[src/hw/gpio_pkg.sv]
// constants shared by the gpio interrupt and pull control block
// assumes a 32-bit apb master and a 16-pin port
package gpio_pkg;
   localparam int PIN_COUNT = 16;
   typedef logic [PIN_COUNT-1:0] pins_t;
   typedef logic [11:0] addr_t;
   typedef logic [31:0] word_t;

   // byte addresses of the registers
   localparam addr_t OFS_POL_SET = 12'h030;
   localparam addr_t OFS_POL_CLEAR = 12'h034;
   localparam addr_t OFS_IRQ_STATUS = 12'h038;
   localparam addr_t OFS_SOFT_RESET = 12'h03c;
   localparam addr_t OFS_PULL_ENABLE = 12'h040;
   localparam addr_t OFS_PULL_DIR = 12'h044;
   localparam addr_t OFS_IRQ_MASK = 12'h048;

   // field positions
   localparam int BYPASS_BIT = 0;
   localparam int PIN_LSB = 0;
   localparam int PIN_MSB = 15;

   // reset values
   localparam pins_t RST_POL = 16'h0000;
   localparam pins_t RST_PENDING = 16'h0000;
   localparam pins_t RST_PULL_ENABLE = 16'h0000;
   localparam pins_t RST_PULL_DIR = 16'h0000;
   localparam pins_t RST_MASK = 16'h0000;
   localparam logic RST_BYPASS = 1'b0;
   localparam word_t RST_RDATA = 32'h0000_0000;
   localparam logic [15:0] RSVD_HIGH = 16'h0000;
endpackage

[src/hw/edge_if.sv]
// pin levels and polarity going to the edge detector, events coming back
// assumes one clock domain shared by both ends
interface edge_if;
   import gpio_pkg::*;
   pins_t pins;
   pins_t polarity;
   pins_t events;
   modport det (input pins, input polarity, output events);
   modport ctl (output pins, output polarity, input events);
endinterface

[src/hw/gpio_irq_pull_regs.sv]
// apb register block: interrupt polarity, pending flags, soft reset bypass, pulls
// assumes apb master on CORE_CLK, pins synchronous, SOFT_RST a one-cycle pulse
//
// The APB interface to the registers is this design's own decision.
module gpio_irq_pull_regs (
   input wire logic CORE_CLK,
   input wire logic SYS_RST,
   input wire logic SOFT_RST,
   input wire logic PSEL,
   input wire logic PENABLE,
   input wire logic PWRITE,
   input wire gpio_pkg::addr_t PADDR,
   input wire gpio_pkg::word_t PWDATA,
   output logic [31:0] PRDATA,
   output logic PREADY,
   output logic PSLVERR,
   input wire gpio_pkg::pins_t PIN_IN,
   output gpio_pkg::pins_t PULL_EN,
   output gpio_pkg::pins_t PULL_UP,
   output logic IRQ
);
   import gpio_pkg::*;

   typedef enum logic {AP_IDLE, AP_ANSWER} apb_state_e;

   apb_state_e state_q;
   word_t prdata_q;
   logic pready_q;
   logic pslverr_q;
   logic irq_q;
   pins_t pol_q;
   pins_t pending_q;
   pins_t pull_en_q;
   pins_t pull_dir_q;
   pins_t mask_q;
   logic bypass_q;

   logic fire;
   logic wr_fire;
   logic mapped;
   logic soft_kill;
   word_t rd_mux;
   pins_t wr_pins;
   pins_t pin_events;

   edge_if edges ();

   assign edges.pins = PIN_IN;
   assign edges.polarity = pol_q;
   assign pin_events = edges.events;

   pin_edge_detect u_detect (
      .clk(CORE_CLK),
      .rst(SYS_RST),
      .port(edges.det)
   );

   // one wait state: the answer comes at the second access cycle
   assign fire = (state_q == AP_ANSWER) & PSEL & PENABLE;
   assign wr_fire = fire & PWRITE & ~pslverr_q;
   assign wr_pins = PWDATA[PIN_MSB:PIN_LSB];
   // soft reset only bites while the bypass bit is clear
   assign soft_kill = SOFT_RST & ~bypass_q;

   always_comb begin
      mapped = 1'b1;
      rd_mux = RST_RDATA;
      case (PADDR)
         OFS_POL_SET: rd_mux = {RSVD_HIGH, pol_q};
         OFS_POL_CLEAR: rd_mux = {RSVD_HIGH, pol_q};
         OFS_IRQ_STATUS: rd_mux = {RSVD_HIGH, pending_q};
         OFS_SOFT_RESET: rd_mux = {31'h0000_0000, bypass_q};
         OFS_PULL_ENABLE: rd_mux = {RSVD_HIGH, pull_en_q};
         OFS_PULL_DIR: rd_mux = {RSVD_HIGH, pull_dir_q};
         OFS_IRQ_MASK: rd_mux = {RSVD_HIGH, mask_q};
         default: mapped = 1'b0;
      endcase
   end

   always_ff @(posedge CORE_CLK) begin
      if (SYS_RST) begin
         state_q <= AP_IDLE;
         pready_q <= 1'b0;
      end else begin
         case (state_q)
            AP_IDLE: begin
               if (PSEL & PENABLE) begin
                  state_q <= AP_ANSWER;
                  pready_q <= 1'b1;
               end
            end
            AP_ANSWER: begin
               state_q <= AP_IDLE;
               pready_q <= 1'b0;
            end
            default: begin
               state_q <= AP_IDLE;
               pready_q <= 1'b0;
            end
         endcase
      end
   end

   // read data and error are loaded with pready so they leave a flop
   always_ff @(posedge CORE_CLK) begin
      if (SYS_RST) begin
         prdata_q <= RST_RDATA;
         pslverr_q <= 1'b0;
      end else if (state_q == AP_IDLE && PSEL && PENABLE) begin
         prdata_q <= PWRITE ? RST_RDATA : rd_mux;
         pslverr_q <= ~mapped;
      end else begin
         prdata_q <= RST_RDATA;
         pslverr_q <= 1'b0;
      end
   end

   always_ff @(posedge CORE_CLK) begin
      if (SYS_RST) begin
         pol_q <= RST_POL;
      end else if (soft_kill) begin
         pol_q <= RST_POL;
      end else if (wr_fire && PADDR == OFS_POL_SET) begin
         pol_q <= pol_q | wr_pins;
      end else if (wr_fire && PADDR == OFS_POL_CLEAR) begin
         pol_q <= pol_q & ~wr_pins;
      end
   end

   // a new event beats a clear in the same cycle
   always_ff @(posedge CORE_CLK) begin
      if (SYS_RST) begin
         pending_q <= RST_PENDING;
      end else if (soft_kill) begin
         pending_q <= pin_events;
      end else if (wr_fire && PADDR == OFS_IRQ_STATUS) begin
         pending_q <= (pending_q & ~wr_pins) | pin_events;
      end else begin
         pending_q <= pending_q | pin_events;
      end
   end

   always_ff @(posedge CORE_CLK) begin
      if (SYS_RST) begin
         bypass_q <= RST_BYPASS;
      end else if (wr_fire && PADDR == OFS_SOFT_RESET) begin
         bypass_q <= PWDATA[BYPASS_BIT];
      end
   end

   always_ff @(posedge CORE_CLK) begin
      if (SYS_RST) begin
         pull_en_q <= RST_PULL_ENABLE;
      end else if (soft_kill) begin
         pull_en_q <= RST_PULL_ENABLE;
      end else if (wr_fire && PADDR == OFS_PULL_ENABLE) begin
         pull_en_q <= wr_pins;
      end
   end

   always_ff @(posedge CORE_CLK) begin
      if (SYS_RST) begin
         pull_dir_q <= RST_PULL_DIR;
      end else if (soft_kill) begin
         pull_dir_q <= RST_PULL_DIR;
      end else if (wr_fire && PADDR == OFS_PULL_DIR) begin
         pull_dir_q <= wr_pins;
      end
   end

   // the mask is software policy, so soft reset leaves it alone
   always_ff @(posedge CORE_CLK) begin
      if (SYS_RST) begin
         mask_q <= RST_MASK;
      end else if (wr_fire && PADDR == OFS_IRQ_MASK) begin
         mask_q <= wr_pins;
      end
   end

   always_ff @(posedge CORE_CLK) begin
      if (SYS_RST) begin
         irq_q <= 1'b0;
      end else begin
         irq_q <= |(pending_q & mask_q);
      end
   end

   assign PRDATA = prdata_q;
   assign PREADY = pready_q;
   assign PSLVERR = pslverr_q;
   assign PULL_EN = pull_en_q;
   assign PULL_UP = pull_dir_q;
   assign IRQ = irq_q;
endmodule

[src/hw/pin_edge_detect.sv]
// per-pin edge detector producing one-cycle interrupt events
// assumes pin levels already synchronous to the clock
module pin_edge_detect (
   input wire logic clk,
   input wire logic rst,
   edge_if.det port
);
   import gpio_pkg::*;

   pins_t prev_q;
   pins_t event_q;
   logic armed_q;

   // no event on the first sample after reset, prev_q is not yet real
   always_ff @(posedge clk) begin
      if (rst) begin
         armed_q <= 1'b0;
      end else begin
         armed_q <= 1'b1;
      end
   end

   always_ff @(posedge clk) begin
      if (rst) begin
         prev_q <= RST_PENDING;
      end else begin
         prev_q <= port.pins;
      end
   end

   genvar i;
   generate
      for (i = 0; i < PIN_COUNT; i++) begin : g_pin
         always_ff @(posedge clk) begin
            if (rst) begin
               event_q[i] <= 1'b0;
            end else if (port.polarity[i]) begin
               event_q[i] <= armed_q & port.pins[i] & ~prev_q[i];
            end else begin
               event_q[i] <= armed_q & ~port.pins[i] & prev_q[i];
            end
         end
      end
   endgenerate

   assign port.events = event_q;
endmodule

[config.mk]
export PLATFORM = sky130hd
export DESIGN_NAME = gpio_irq_pull_regs
export DESIGN_NICKNAME = d
export VERILOG_FILES = /design/src/hw/gpio_pkg.sv /design/src/hw/edge_if.sv /design/src/hw/gpio_irq_pull_regs.sv /design/src/hw/pin_edge_detect.sv
export SDC_FILE = /design/constraint.sdc
export NUM_CORES = 1
export LEC_CHECK = 0
export BUFFER_PORTS_ARGS = -buffer_cell sky130_fd_sc_hd__buf_2
export CORE_MARGIN = 5
export CORE_UTILIZATION = 56
export CTS_BUF_LIST = sky130_fd_sc_hd__clkbuf_4
export CTS_CLUSTER_DIAMETER = 100
export CTS_CLUSTER_SIZE = 16
export DETAILED_ROUTE_END_ITERATION = 6
export PLACE_DENSITY = 0.82
export SYNTH_ARGS = -nofsm -noshare
export SYNTH_HDL_FRONTEND = slang
export SYNTH_HIERARCHICAL = 1
export SYNTH_SLANG_ARGS = --single-unit
[constraint.sdc]
create_clock -name CORE_CLK -period 3.2 [get_ports CORE_CLK]
set_input_delay 0.48 -clock CORE_CLK [delete_from_list [all_inputs] [get_ports CORE_CLK]]
set_output_delay 0.48 -clock CORE_CLK [all_outputs]
set_load 0.05 [all_outputs]
==> impl_metrics.ini, run 1 <==
[setup_path]
crit_start = state_q
slowest_stage = or4_4
timing.rr.start = state_q
cp_top_family = simple AND/OR/NAND/NOR gates
reg2regPathDepth = 4
worstPathCellList = nand4_1 > or4_4 > nor3_4 > a311oi_1
cp.arrival_ns = 2.55
cp_max_fo = 34
r2r_setup_slack_ns = 1.02
path_class = reg -> reg
crit_cells = 4
crit_path_end_kind = flip-flop
path_buf_inv = 0
critPathMaxStageDelay_ns = 0.65
startpoint_type = flip-flop
worstPathRequired_ns = 3.57

[clock_tree]
clk-insertion-delay-late_ns = 0.53
cts_resized = 0
clock_sinks = 134
cts_tree = yes
post_cts_buffers = 0
ctsHoldBuffers = 0
cts_root_buf = clkbuf_4
cts_buffers = 17
clk_pin_slew_worst_paths_ns = 0.12
cts_buffer_depth = 2
cts_htree_levels = 4

[floorplan]
die_w_um = 112
coreArea_um2 = 10200
fp-row-count = 37
ioPinCount = 133
die-area_um2 = 12400
initial_utilization_pct = 56.7
die_y_um = 112

[timing]
layout_min_cycle_time_ns = 2.18
drv_slew = 0
fmax_mhz = 459
rsz0062_at_grt = no
finalSetupTns_ns = 0
setup_viol = 0
clock_skew_ns = 0.0218
slew_headroom_pct = 34.8
fin_crit_sh_pct = 68.0
worst_pin_slew_ns = 0.976
hold_violations = 0
worst_slack_ns = 1.02

[min_path]
hold_class = in -> reg

[global_route]
grt_pass1_wl_um = 25400
grt_start_max_net_pins = 66
antenna_found_initial = 0
grt_overflow = 0
grt_usage_pct = 24.8
grt_pass1_vias = 5094

[route]
viasPerCell = 6.47
vias = 5340
detail_route.wl_per_cell_um = 19.1
dr.pass1.iters = 7
drt_wl_total_um = 15700
route.detailed.drc = 1
drt_iter0_drc = 662
antenna_left = 0

[synth]
ys_types = 51
synth_area_leaders = dfxtp_1 46%, a21oi_1 3.8%, nand4_1 3.7%
mappedNetlistArea_um2 = 5770
synth-compound-area-share_pct = 21.7
yosys.area_share.simple_pct = 18.9
yosysSeqAreaShare_pct = 46.5
synth_top_area_share_pct = 46.5
synthMuxAreaShare_pct = 6.24
yosysWarnings = 6
ys_seq_elements = 134
syn_avg_cell_area_um2 = 9.69
synth_fa_ha_area_share_pct = 0
synth_top_cell_by_area = dfxtp_1
synthXorXnorAreaFrac_pct = 0
synth_top_family_by_area = compound AO/OA/AOI/OAI gates
netlist_instances = 596

[placement]
gp_congestion = 0.937
io_buffers = 100
place_area_um2 = 6250
dp_slack_ns = 0.513
dp_hpwl_um = 10900

[cells_and_area]
final_core_util_pct = 64.4
drive_above_1_share_pct = 26.6
fin_area_um2 = 6560
syn2layout_area_growth_pct = 13.6
nFillCells = 853
final_nets = 742
antenna_cells = 0

[power]
total_power_mw = 3.12
p_per_area_nw_per_um2 = 476
ir_worst_vdd_uv = 433
power_leakage_nw = 2.41

[flow_run]
cap_viol_max_count = 0

[run_status]
violations = design-rule violations
outcome = complete, but fails checks
==> layout make-up <==
cell class	instances	area [um^2]	share of cell area, %
inverter	5	18.8	0.286
clock inverter	15	178	2.71
timing repair buffer	113	611	9.31
multi-input combinational	405	2770	42.3
sequential	134	2680	40.9
clock buffer	17	128	1.95
tap	136	170	2.59
==> Yosys cell counts (all sizes together) <==
master and count:
dfxtp 134, a21oi 54, nand2 36, clkbuf 35
nand4 34, buf 32, o21ai 32, nand3 20
mux2i 18, nor2 18, a31oi 17, nand3b 17
or3b 17, a22o 16, a311oi 16, a32o 16
mux2 16, a222oi 13, nor2b 10, and2b 7
a22oi 5, nor3 5, inv 4, a221oi 3
a2bb2oi 2, nor4 2, or2 2, or3 2
or4 2, or4b 2, a21o 1, and3 1
and3b 1, clkinv 1, conb 1, nand2b 1
nor3b 1, o211ai 1, o41a 1
==> power breakdown <==
part           internal, mW  switching [mW]  total [mW]
combinational        0.0643           0.163       0.228
clock                 0.548           0.652        1.20
sequential             1.69         0.00980        1.70
total                  2.30           0.825        3.12
==> layout by cell type, fill, tap and decap left out, drive strengths merged, types with 3 or more instances in the layout <==
master and n:
nand3b 17, bufinv 3, a22o 16, nand4 34
inv 8, clkinv 7, a222oi 13, nand3 20
nor2b 10, conb 16, a21oi 54, o21ai 32
a311oi 16, clkbuf 17, and2b 7, buf 113
dfxtp 134, mux2i 18, nor2 18, or3b 17
mux2 16, a31oi 17, a221oi 3, a22oi 5
a32o 16, nand2 36, nor3 5
==> kinds of logic after synthesis <==
group | Yosys count
buffers and inverters | 72
flip-flops | 134
AO/OA/AOI/OAI | 177
other | 1
AND/OR/NAND/NOR | 178
multiplexers | 34
==> metal layers <==
metal	track usage, %	wire, um	part of all wire [%]	vias up
met1	30.8	6110	39	2589
met3	5.65	1310	8.3	45
li1	-	-	-	2408
met4	8.27	420	2.7	0
met2	42.5	7900	50	298
met5	0	0	0	-
==> stage by stage <==
step / instances / hold slack, ns
finish: 825 / 0.179
global route: 825 / 0.157
CTS: 825 / 0.169
detailed placement: 793 / 0.430
global placement: 793 / 0.423
floorplan: 611 / 0.416
==> how the worst min path moves through the flow <==
| stage | from | endpoint | slack [ns] | cells past startpoint |
|---|---|---|---|---|
| after detailed placement | u_detect/port.events[10] | pending_q[10] | 0.43 | 1 |
| after CTS | PIN_IN[12] | u_detect/prev_q[12] | 0.17 | 2 |
| final | PIN_IN[15] | u_detect/prev_q[15] | 0.18 | 2 |
| after global routing | PIN_IN[15] | u_detect/prev_q[15] | 0.16 | 2 |
| after floorplan | u_detect/port.events[0] | pending_q[0] | 0.42 | 1 |
| after global placement | u_detect/port.events[11] | pending_q[11] | 0.42 | 1 |
==> worst reg2reg max path, delay by kind of cell (launching register included) <==
kind / cells / cell delay, ns
flip-flops: 1 / 0.38
AO/OA/AOI/OAI: 1 / 0.20
AND/OR/NAND/NOR: 3 / 1.44
No activity file was read; power rests on OpenSTA's default activity.
==> inputs of run 2 (changes only) <==
CORE_UTILIZATION = 50   (was 56)
PLACE_DENSITY = 0.78   (was 0.82)
clock period = 1.9 ns   (was 3.2 ns; I/O delays follow)
==> run 2 against run 1 <==
  * Clock skew decreased by 0.0038 ns
  * Wire length increased by 3.5%
  * Final cell count increased by 4.5%
  * The run now ends clean
  * Worst setup slack got worse by 0.90 ns
  * Count of clock-buffer cells in the layout increased by 1
  * Combinational power increased by 85%
  * Sequential cell count unchanged
==> impl_metrics.ini, run 2 (synthesis gave the netlist of run 1 again) <==
[timing]
clock_skew_ns = 0.0180
worst_pin_slew_ns = 0.927
finalSetupTns_ns = 0
layout_min_cycle_time_ns = 1.78
setup_viol = 0
hold_violations = 0
worst_slack_ns = 0.123
holdWs_ns = 0.0141
rsz0062_at_grt = no
drv_slew = 0
fin_crit_sh_pct = 93.5
slew_headroom_pct = 38.1
fmax_mhz = 563

[power]
seq_power_share_pct = 56.6
p_sw_share_pct = 27.7
power_leakage_nw = 2.53
power.internal_mw = 3.65
p_comb_share_pct = 8.4
ir_worst_vdd_uv = 492
switchingPower_mw = 1.40
power.share.clock_pct = 35.0
p_per_area_nw_per_um2 = 733

[min_path]
hold_class = in -> reg
hold_path_depth = 2

[cells_and_area]
antenna_cells = 0
final_common_cell = dfxtp_1
nFillCells = 979
final_cells = 862
final_cell_mix = 133 x dfxtp_1, 100 x buf_2, 43 x a21oi_1, 36 x nand2_1, 34 x nand4_1
drive_above_1_share_pct = 28.1
final_nets = 772
syn2layout_area_growth_pct = 19.3

[global_route]
grt_overflow = 0
grt_pass1_vias = 5177
grt_start_max_net_pins = 50
grt_pass1_wl_um = 26400
grt_usage_pct = 22.9
antenna_found_initial = 0

[clock_tree]
cts_buffers = 17
cts_root_buf = clkbuf_4
cts_htree_levels = 4
clk_pin_slew_worst_paths_ns = 0.13
cts_tree = yes
cts_buffer_depth = 2
clock_sinks = 134
clk-insertion-delay-late_ns = 0.52

[placement]
placed_cells = 818
dp_slack_ns = -0.106
dp_hpwl_um = 11600
gp_congestion = 0.903
io_buffers = 100

[floorplan]
initial_utilization_pct = 50.8
die-area_um2 = 13800
ioPinCount = 133
die_y_um = 117
coreArea_um2 = 11400
fp-row-count = 39
die_w_um = 117

[setup_path]
worstPathRequired_ns = 2.34
timing.rr.start = state_q
slowest_stage = or4b_1
crit_cells = 4
path_buf_inv = 1
r2r_setup_slack_ns = 0.12
critPathMaxStageDelay_ns = 0.53
crit_start = state_q
crit_path_end_kind = flip-flop
startpoint_type = flip-flop
worstPathCellList = or4_1 > or4b_1 > buf_4 > a21oi_1
reg2regPathDepth = 4
crit_end = PRDATA[0]
cp_top_family = simple AND/OR/NAND/NOR gates
cp.arrival_ns = 2.22
cp_max_fo = 4
reg2reg_to = PRDATA[0]
path_class = reg -> reg

[route]
drt_wl_total_um = 16300
antenna_left = 0
dr.pass1.iters = 7
detail_route.wl_per_cell_um = 18.9
route.detailed.drc = 0
drt_iter0_drc = 507
vias = 5322
viasPerCell = 6.17

[run_status]
outcome = finished, final reports clean

[flow_run]
cap_viol_max_count = 0
-- run 2: cell count changes in the layout (fill, tap and decap cells not counted), sizes merged --
cell         change
buf             +18
clkbuf           +1
clkinvlp         +6
bufinv           -2
clkinv           -4
dlygate4sd3     +12
inv              -1
-- run 2: power groups by stage --
| stage | Clock (mW) | Combinational, mW | Sequential (mW) |
|---|---|---|---|
| 6_report | 1.77 | 0.422 | 2.86 |
| 5_1_grt | 1.92 | 0.452 | 2.86 |
| 4_1_cts | 1.78 | 0.415 | 2.86 |
| 3_5_place_dp | 0 | 0.394 | 2.92 |
| 3_3_place_gp | 0 | 0.386 | 2.92 |
| 2_1_floorplan | 0 | 0.259 | 2.92 |
-- run 2: layout make-up --
class	count	area [um^2]	area share [%]
clock inverter	14	129	1.87
inverter	5	18.8	0.273
sequential	134	2680	39.0
clock buffer	18	135	1.96
tap	143	179	2.60
timing repair buffer	143	957	13.9
multi-input combinational	405	2780	40.4
-- run 2: metal layers --
metal,share of wire [%],GRT usage (%)
met4,2.6,7.60
met5,0,0
met1,40,29.7
met2,49,37.7
met3,8.5,5.19
-- run 2: repair_timing --
item,4_1_cts,5_1_grt
hold buffers,11,1
endpoints found under the hold margin,11,1
setup buffers,0,0
endpoints found under the setup margin,0,50
resized for setup,0,3
-- run 2: how the worst min path moves through the flow --
stage	startpoint	endpoint	slack [ns]
floorplan	SYS_RST	IRQ	0.35
global placement	u_detect/port.events[11]	pending_q[11]	0.42
detailed placement	u_detect/port.events[7]	pending_q[7]	0.43
CTS	PIN_IN[2]	u_detect/prev_q[2]	0.003
global route	PIN_IN[1]	u_detect/prev_q[1]	0.005
finish	PIN_IN[2]	u_detect/prev_q[2]	0.01
-- run 2: metrics by stage --
step	util (%)	area, um^2	power, mW
finish	60.6	6890	5.05
global placement	57.1	6490	3.31
floorplan	-	5850	3.18
detailed placement	57.1	6490	3.32
CTS	60.4	6870	5.05
global route	60.6	6890	5.24
